`src/inc/ldfm_cfg.svh`:
```
// Purpose: constants for the led driver fault monitor
// Assumes: 100 MHz clock
// Notes:   watchdog time in ms, step time in us, cycle counts derived from them
`ifndef LDFM_CFG_SVH
`define LDFM_CFG_SVH
`define LDFM_CLK_HZ        100000000
`define LDFM_WDOG_MS       820
`define LDFM_STEP_US       54600
`define LDFM_WDOG_CYC      ((`LDFM_WDOG_MS * (`LDFM_CLK_HZ / 1000)))
`define LDFM_STEP_CYC      ((`LDFM_STEP_US * (`LDFM_CLK_HZ / 1000000)))
`define LDFM_CLR_CODE      8'h00
`define LDFM_BIT_OV        0
`define LDFM_BIT_TMR       1
`define LDFM_BIT_OT        2
`define LDFM_BIT_SCP       3
`define LDFM_CNT_W         32
`endif

```
`src/inc/ldfm_pkg.sv`:
```
// Purpose: shared types for the led driver fault monitor
// Assumes: none
// Notes:   flag vector order follows the fault bit positions
package ldfm_pkg;
  typedef logic [3:0] ldfm_flags_t;
  typedef logic [31:0] ldfm_cnt_t;
  typedef enum logic [1:0] {
    LDFM_IDLE  = 2'b00,
    LDFM_RUN   = 2'b01,
    LDFM_FAULT = 2'b11
  } ldfm_state_t;
endpackage

```
`src/inc/ldfm_sync_if.sv`:
```
// Purpose: carrier between the top and the synchroniser
// Assumes: one clock
// Notes:   raw comparator levels in, clean levels out
interface ldfm_sync_if;
  logic [3:0] raw;
  logic [3:0] clean;
  modport top  (output raw, input clean);
  modport sync (input raw, output clean);
endinterface

```
`src/logic/ldfm_top.sv`:
```
// Purpose: fault latching and open-drain interrupt for a flash/torch driver
// Assumes: rst covers enable low, undervoltage lockout and power-on reset
// Notes:   analog current paths are outside this block
`include "ldfm_cfg.svh"
module ldfm_top (
  input  wire logic             clk,
  input  wire logic             rst,
  input  wire logic             interface_select,
  input  wire logic             mode_select_hi,
  input  wire logic             mode_select_lo,
  input  wire logic             flash_trigger_in,
  input  wire logic             timed_flash_select,
  input  wire logic [3:0]       flash_duration_code,
  input  wire logic             torch_enable,
  input  wire logic             out_sel_wr,
  input  wire logic [7:0]       out_sel_data,
  input  wire logic             overvoltage_cmp,
  input  wire logic             overtemp_cmp,
  input  wire logic             high_power_led_cathode,
  output logic                  int_n_o,
  output logic                  int_n_oe_n,
  output ldfm_pkg::ldfm_flags_t fault_flags,
  output logic                  driver_enable
);
  import ldfm_pkg::*;

  ldfm_sync_if sif ();
  // cathode is sampled as "grounded" level, so invert before syncing
  assign sif.raw = {~high_power_led_cathode, overtemp_cmp, 1'b0, overvoltage_cmp};
  ldfm_sync u_sync (
    .clk (clk),
    .rst (rst),
    .sif (sif.sync)
  );

  localparam ldfm_cnt_t WDOG_CYC = ldfm_cnt_t'(`LDFM_WDOG_CYC);
  localparam ldfm_cnt_t STEP_CYC = ldfm_cnt_t'(`LDFM_STEP_CYC);

  ldfm_flags_t flags_reg, flags_next;
  ldfm_cnt_t   fcnt_reg, fcnt_next;
  ldfm_cnt_t   scnt_reg, scnt_next;
  ldfm_state_t st_reg, st_next;
  logic        oe_n_reg, oe_n_next;
  logic        en_reg, en_next;
  logic        flash_on, two_pin, clr, scp_done_reg, scp_done_next;
  ldfm_cnt_t   flash_limit;

  assign two_pin  = interface_select;
  // both selects high is flash in two-pin mode; strobe level in serial mode
  assign flash_on = two_pin ? (mode_select_hi & mode_select_lo) : flash_trigger_in;
  // fixed limit in two-pin mode, programmable only in serial mode
  assign flash_limit = two_pin ? WDOG_CYC
                     : ldfm_cnt_t'(WDOG_CYC - ldfm_cnt_t'(flash_duration_code) * STEP_CYC);
  // clear sources per interface mode
  assign clr = two_pin ? (~mode_select_hi & ~mode_select_lo)
                       : (out_sel_wr && out_sel_data == `LDFM_CLR_CODE);

  // fault flags, timers and enable next-state
  always_comb begin
    flags_next    = flags_reg;
    fcnt_next     = fcnt_reg;
    scnt_next     = scnt_reg;
    scp_done_next = scp_done_reg;
    st_next       = st_reg;
    // flash watchdog counts only while flash is held
    if (flash_on && st_reg != LDFM_FAULT) fcnt_next = ldfm_cnt_t'(fcnt_reg + 1);
    else fcnt_next = '0;
    // short detection window starts each time torch is enabled
    if (!torch_enable) begin
      scnt_next     = '0;
      scp_done_next = 1'b0;
    end else if (!scp_done_reg) begin
      scnt_next = ldfm_cnt_t'(scnt_reg + 1);
      if (scnt_reg + 1 >= WDOG_CYC) scp_done_next = 1'b1;
    end
    // clear first, then sets so a coincident event wins
    if (clr) flags_next = '0;
    if (sif.clean[`LDFM_BIT_OV]) flags_next[`LDFM_BIT_OV] = 1'b1;
    if (sif.clean[`LDFM_BIT_OT]) flags_next[`LDFM_BIT_OT] = 1'b1;
    if (flash_on && (two_pin || !timed_flash_select) && st_reg != LDFM_FAULT
        && fcnt_reg >= flash_limit)
      flags_next[`LDFM_BIT_TMR] = 1'b1;
    if (torch_enable && !scp_done_reg && scnt_reg + 1 >= WDOG_CYC
        && sif.clean[`LDFM_BIT_SCP])
      flags_next[`LDFM_BIT_SCP] = 1'b1;
    // device stays disabled while any flag latched
    case (st_reg)
      LDFM_IDLE:  st_next = (|flags_next) ? LDFM_FAULT : LDFM_RUN;
      LDFM_RUN:   st_next = (|flags_next) ? LDFM_FAULT : LDFM_RUN;
      LDFM_FAULT: st_next = (|flags_next) ? LDFM_FAULT : LDFM_RUN;
      default:    st_next = LDFM_IDLE;
    endcase
    en_next  = (st_next == LDFM_RUN);
    oe_n_next = ~(|flags_next);
  end

  // registers return to zero on enable low, lockout or power-on, except oe_n_reg which returns to one
  always_ff @(posedge clk or posedge rst) begin
    if (rst) begin
      flags_reg    <= 4'h0;
      fcnt_reg     <= 32'h0;
      scnt_reg     <= 32'h0;
      scp_done_reg <= 1'b0;
      st_reg       <= LDFM_IDLE;
      oe_n_reg     <= 1'b1;
      en_reg       <= 1'b0;
    end else begin
      flags_reg    <= flags_next;
      fcnt_reg     <= fcnt_next;
      scnt_reg     <= scnt_next;
      scp_done_reg <= scp_done_next;
      st_reg       <= st_next;
      oe_n_reg     <= oe_n_next;
      en_reg       <= en_next;
    end
  end

  // open drain: pin value always low, enable low means pulling
  assign int_n_o       = 1'b0;
  assign int_n_oe_n    = oe_n_reg;
  assign fault_flags   = flags_reg;
  assign driver_enable = en_reg;
endmodule

```
`src/logic/ldfm_sync.sv`:
```
// Purpose: two-flop synchroniser for the analog comparator levels
// Assumes: asynchronous active-high reset
// Notes:   first stage feeds only the second
module ldfm_sync (
  input wire logic clk,
  input wire logic rst,
  ldfm_sync_if.sync sif
);
  import ldfm_pkg::*;
  logic [3:0] meta_reg;
  logic [3:0] meta_next;
  logic [3:0] clean_reg;
  logic [3:0] clean_next;
  // next values: one stage shift
  always_comb begin
    meta_next  = sif.raw;
    clean_next = meta_reg;
  end
  // register both stages
  always_ff @(posedge clk or posedge rst) begin
    if (rst) begin
      meta_reg  <= 4'h0;
      clean_reg <= 4'h0;
    end else begin
      meta_reg  <= meta_next;
      clean_reg <= clean_next;
    end
  end
  assign sif.clean = clean_reg;
endmodule

```
`config.mk`:
```
export PLATFORM = sky130hd
export DESIGN_NAME = ldfm_top
export DESIGN_NICKNAME = d
export VERILOG_FILES = /design/src/inc/ldfm_pkg.sv /design/src/inc/ldfm_sync_if.sv /design/src/logic/ldfm_top.sv /design/src/logic/ldfm_sync.sv
export VERILOG_INCLUDE_DIRS = /design/src /design/src/inc
export SDC_FILE = /design/constraint.sdc
export NUM_CORES = 1
export LEC_CHECK = 0
export ABC_AREA = 1
export BUFFER_PORTS_ARGS = -buffer_cell sky130_fd_sc_hd__buf_2
export CAP_MARGIN = 20
export CORE_ASPECT_RATIO = 0.5
export CORE_UTILIZATION = 50
export CTS_BUF_LIST = sky130_fd_sc_hd__clkbuf_16
export DETAILED_ROUTE_END_ITERATION = 7
export HOLD_SLACK_MARGIN = 0.05
export MAX_ROUTING_LAYER = met4
export PLACE_DENSITY = 0.63
export SYNTH_ARGS = -nofsm -noshare
export SYNTH_HDL_FRONTEND = slang
export SYNTH_SLANG_ARGS = --single-unit
```
`constraint.sdc`:
```
create_clock -name clk -period 2.9 [get_ports clk]
set_input_delay 0.435 -clock clk [delete_from_list [all_inputs] [get_ports clk]]
set_output_delay 0.435 -clock clk [all_outputs]
set_load 0.005 [all_outputs]
```
# Word level (Yosys, flattened, before mapping)
# Cells that the tools add are included.
[word_totals]
ff_bits = 79
inputBits = 24
output_inout_bits = 7
[op_classes]
n_addsub = 3
mul = 1
n_lt_le_gt_ge = 2
n_eq_ne = 5
muxes = 16
bitwise_logic = 6
reduce_logical = 15
[op_table]
columns = ["cell", "count"]
rows = [
  ["$mux 32", 4],
  ["$add 32x1->32 const B", 2],
  ["$ge 32x27->1 const B", 1],
  ["$ge 32x32->1", 1],
  ["$sub 27x27->28 const A", 1],
  ["$mul 4x18->22 const B", 1],
  ["$mux 1", 9],
  ["$logic_and 1x1->1", 8],
  ["$logic_not 8->1", 1],
  ["$eq 2x1->1 const B", 2],
  ["$mux 2", 2],
  ["$mux 4", 1],
  ["$ne 2x2->1 const B", 2],
  ["$not 1->1", 4],
  ["$reduce_or 4->1", 1],
  ["$reduce_or 3->1", 1],
  ["$and 1x1->1", 2],
  ["$eq 2x2->1 const B", 1],
  ["$logic_not 1->1", 2],
  ["$logic_not 2->1", 1],
  ["$logic_or 1x1->1", 1],
]

# Longest topological paths before layout
[depth]
word_depth = 10
ltp_mapped = 34
ltp_nobuf = 34

# Hierarchy
# From an unflattened synthesis, not the netlist that was laid out.
[unflattened]
cells_unflattened = 819
area_unflattened_um2 = 5895.7
[by_module_without_submodules]
columns = ["mod", "instances", "cells_each", "area_per_inst_um2", "seq_area_each_um2"]
rows = [
  ["ldfm_top", 1, 810, 5691.7, 1828.0],
  ["ldfm_sync", 1, 9, 203.9, 200.2],
]

# Least setup slack after synthesis
# OpenSTA, ideal clock, no wires.
[synth_timing]
kind = "input to register"
from = "in flash_duration_code[1]"
to = "reg en_reg (netlist: driver_enable)"
arrival_ns = 4.195
required_ns = 2.780
slack_ns = -1.415
path_stages = 31
path_cell_list = "ha_1 -> inv_1 -> nand2_1 -> nand2_1 -> inv_1 -> ha_1 -> or2_2 -> ha_1 -> nand3_1 -> nand2_1 -> nand2_1 -> a21oi_2 -> xor2_1 -> nand2_1 -> nor2_2 -> nand2_1 -> nand2_1 -> inv_2 -> nand2_1 -> nand2_1 -> inv_1 -> nand2_1 -> ha_1 -> nand2_1 -> nor4_1 -> and3_1 -> nand3_1 -> nand3_1 -> a21oi_1 -> nand4_2 -> nor2_1"
[synth_via]
elab_chain_cells = 10
[synth_lines]
columns = ["item", "line_no", "text"]
rows = [
  ["from (decl)", "ldfm_top.sv:13", "input wire logic [3:0] flash_duration_code,"],
  ["$mul 4x18->22", "ldfm_top.sv:53", ": ldfm_cnt_t'(WDOG_CYC - ldfm_cnt_t'(flash_duration_code) * STEP_CYC);"],
  ["$sub 27x27->28", "ldfm_top.sv:53", ""],
  ["$mux 32", "ldfm_top.sv:52", "assign flash_limit = two_pin ? WDOG_CYC"],
  ["$ge 32x32->1", "ldfm_top.sv:81", "&& fcnt_reg >= flash_limit)"],
  ["$logic_and 1x1->1", "ldfm_top.sv:81", ""],
  ["$mux 1", "ldfm_top.sv:80", "if (flash_on && (two_pin || !timed_flash_select) && st_reg != LDFM_FAULT"],
  ["$reduce_or 4->1", "ldfm_top.sv:88, ldfm_top.sv:89, ldfm_top.sv:90", ""],
  ["$mux 2", "ldfm_top.sv:88, ldfm_top.sv:89, ldfm_top.sv:90", ""],
  ["$mux 2", "n/a", ""],
  ["$eq 2x1->1", "ldfm_top.sv:93", "en_next = (st_next == LDFM_RUN);"],
  ["named net en_next", "ldfm_top.sv:44", "logic en_reg, en_next;"],
  ["to (signal assigned)", "ldfm_top.sv:114", "en_reg <= en_next;"],
  ["to (decl)", "ldfm_top.sv:44", ""],
]
# The timed path passes the listed nets, and every way through them passes these cells.
# A chain may end at the register's enable or synchronous reset.

# Worst setup path after layout
[layout_timing]
from = "in flash_duration_code[2]"
to = "reg st_reg[1]"
[layout_via]
elab_chain_cells = 9
[layout_lines]
columns = ["item", "line_no", "text"]
rows = [
  ["$mul 4x18->22", "ldfm_top.sv:53", ""],
  ["$sub 27x27->28", "ldfm_top.sv:53", ""],
  ["$mux 32", "ldfm_top.sv:52", ""],
  ["$ge 32x32->1", "ldfm_top.sv:81", ""],
  ["$logic_and 1x1->1", "ldfm_top.sv:81", ""],
  ["$mux 1", "ldfm_top.sv:80", ""],
  ["$reduce_or 4->1", "ldfm_top.sv:88, ldfm_top.sv:89, ldfm_top.sv:90", ""],
  ["$mux 2", "ldfm_top.sv:88, ldfm_top.sv:89, ldfm_top.sv:90", ""],
  ["$mux 2", "n/a", ""],
  ["named net st_next[1]", "ldfm_top.sv:42", "ldfm_state_t st_reg, st_next;"],
  ["to (signal assigned)", "ldfm_top.sv:112", "st_reg <= st_next;"],
  ["to (decl)", "ldfm_top.sv:42", ""],
]
# The timed path passes the listed nets, and every way through them passes these cells.

==> metrics.txt <==
Final Max Slew Viols 0; first-pass GRT wire length 24300 um; area delta synth->final 25.8%; post-cts hold buffer count 0; post-synthesis instance area just under 6000 um2; family with the most delay on the worst path buffers and inverters; Layout Cell Area excl Fill 7420 um2; worst clock skew ~0.0074 ns; routed len/inst around 14 um; diode count 0; Seq cells post-synth 79; DP HPWL 10900 um; Max clock buf depth 2; CTS H-Tree Depth 3; Synth warnings 0; Final Hold Fails 0; synth unique cells 43; crit path max-delay cell type ha_4; DR pass1 iterations 5; area of the multi-input gates 3910 um2; antenna violations before repair 0; Clock Sinks 79; gpl congestion 0.885; Die ar. 12300 um2; Peak VDD IR 304 uV; Worst EP arrival 4.33 ns; Die Wd 156 um; layout cells sized above 1 about 22%; EDFF count, synth 0; Clock transition at path regs ~0.060 ns; fill count between 900 and 1000; status finished, violations left; DR iter-0 viols approximately 390; failing checks negative setup slack; Seq/Total Area, Yosys between 30% and 40%; most frequent CP cell buf_4; Ports 31; P per Cell Area 390 nW/um2; GRT Resource Usage Total 25.7%; total clock buffers created by CTS 9; Slew @ Worst Pin 0.891 ns; CTS root buffer clkbuf_16; routed vias/inst 5.25; post-synthesis area per instance 7.14 um2; final worst path period share 141%; final net count approximately 1000; vias in the first global route approximately 5200; unrepaired setup endpoints after global routing true; clk_lat worst skew ~0.34 ns; ys async rst share 100%; Util after Layout 65.9%; syn_nets 903; Vias 5683; Final setup viols 4; final wirelength 15300 um; Residual DRC 0; fin crit period between 4 and 5 ns; Core Region about 11000 um2; Max Cap Violations 0; kind of critical path primary input to flip-flop; Sequential Area 1980 um2; dpl cell area 6660 um2; buffers added on ports 29; worst setup margin -1.20 ns; HP Class primary input to asynchronous set/reset pin; CTS tree yes; WP buf/inv 14; Startpoint Class primary input; cells after synthesis 826; Leakage 3.43 nW; critical path's largest stage delay around 0.22 ns; pin count of the biggest net entering global routing 80; grt ovf 0; initial core utilization 52.4%; Fmax roughly 240 MHz; ys flop type dfrtp_1; Critical Path Fanout Max 5; Die H around 79 um; Rel. slew slack 40.5%; WP data required 3.13 ns; row cnt 27; Setup crit end kind flip-flop; ANT nets after route 0
-- layout make-up --
class	count	share of cell area, %
clock inverter	7	0.776
inverter	100	5.11
clock buffer	9	3.04
tap	159	2.68
multi-input combinational	635	52.7
sequential	79	26.7
timing repair buffer	94	9.02
-- stage by stage --
stage	power [mW]	worst slack, ns	std cells	TNS (ns)	hold slack (ns)
6_report	2.89	-1.20	1083	-4.53	0.162
5_1_grt	3.03	-1.41	1083	-5.43	0.193
4_1_cts	2.81	-1.09	1079	-4.07	0.195
3_5_place_dp	1.67	-1.59	1051	-6.05	0.341
3_3_place_gp	1.66	-1.44	1051	-5.51	0.332
2_1_floorplan	1.44	-1.07	826	-4.10	0.331
-- layout by cell type (no fill, tap or decap), drive strengths merged, types with 2 or more instances in the layout --
| cell | instances |
|---|---|
| a21oi | 52 |
| a31oi | 2 |
| and3 | 5 |
| buf | 94 |
| clkbuf | 9 |
| clkinv | 4 |
| dfrtp | 78 |
| ha | 53 |
| inv | 101 |
| nand2 | 221 |
| nand3 | 47 |
| nand4 | 13 |
| nor2 | 113 |
| nor3 | 19 |
| nor4 | 13 |
| o211ai | 3 |
| o21a | 2 |
| o21ai | 40 |
| o21bai | 4 |
| o22ai | 19 |
| or2 | 2 |
| xnor2 | 5 |
| xor2 | 16 |
-- report_power, final --
part | switching, mW | internal (mW) | leakage, nW
Clock | 0.441 | 0.653 | 0.147
Combinational | 0.351 | 0.330 | 2.22
Sequential | 0.00701 | 1.11 | 1.06
-- worst register-to-register path, cell delays in order, from the launching register on --
cell	delay (ns)
dfrtp_1	0.42
ha_1	0.26
nand2_2	0.09
nor2_4	0.15
nand2_1	0.19
nor2_2	0.21
nand2_1	0.08
nand2_1	0.06
nand2_1	0.07
inv_1	0.08
nand3_1	0.07
nand2_1	0.08
nor2_1	0.04
nor2_1	0.17
nand2_1	0.11
nand2_2	0.08
nand4_2	0.09
nand2_1	0.08
inv_1	0.03
-- worst paths after layout --
path	start	to	depth (start not counted)	slack (ns)
max in group asynchronous	rst	int_n_oe_n	3	2.36
min reg2reg	u_sync.clean_next[0]	u_sync.sif.clean[0]	0	0.35
max	flash_duration_code[2]	st_reg[1]	33	-1.20
min in group clk	overtemp_cmp	u_sync.clean_next[2]	1	0.20
max reg2reg	scnt_reg[1]	st_reg[1]	18	0.44
min	rst	u_sync.clean_next[3]	3	0.16
-- synth_stat cells (all sizes together), types with 2 or more instances --
master    n  area share (%)
a21oi    52             4.5
clkbuf    9            0.57
xnor2     5            0.74
or2       2            0.21
a31oi     2            0.21
buf       3            0.30
nor3     19             2.1
nand4    13             1.5
xor2     16             2.4
nand2   221              15
dfrtp    78              33
inv      99             6.3
o21a      2            0.25
nor4     13             1.4
nor2    113             8.5
and3      5            0.53
o21ai    40             3.4
nand3    47             4.2
o211ai    3            0.38
o21bai    4            0.51
o22ai    19             2.0
ha       53              11
-- kinds of logic after synthesis --
family / Yosys count / synth area share (%)
AND/OR/NAND/NOR: 435 / 33.1
AO/OA/AOI/OAI: 125 / 11.6
buffers and inverters: 112 / 7.24
flip-flops: 79 / 33.6
adder cells (fa/ha/maj): 53 / 11.2
XOR/XNOR: 21 / 3.12
other: 1 / 0.0636
-- routing by layer --
layer,up-vias,GRT usage (%),wire length (um)
li1,2911,-,-
met1,2671,32.8,7290
met2,82,44.3,7360
met3,19,3.44,393
met4,0,5.10,219
met5,-,-,0
-- what timing repair did --
| item | CTS | global route |
|---|---|---|
| cloned | 0 | 0 |
| pin swaps | 19 | 36 |
| resized for setup | 17 | 49 |
| setup buffers | 12 | 4 |
| endpoints found under the setup margin | 4 | 4 |
Note: power is estimated with default switching activity, not from simulation.
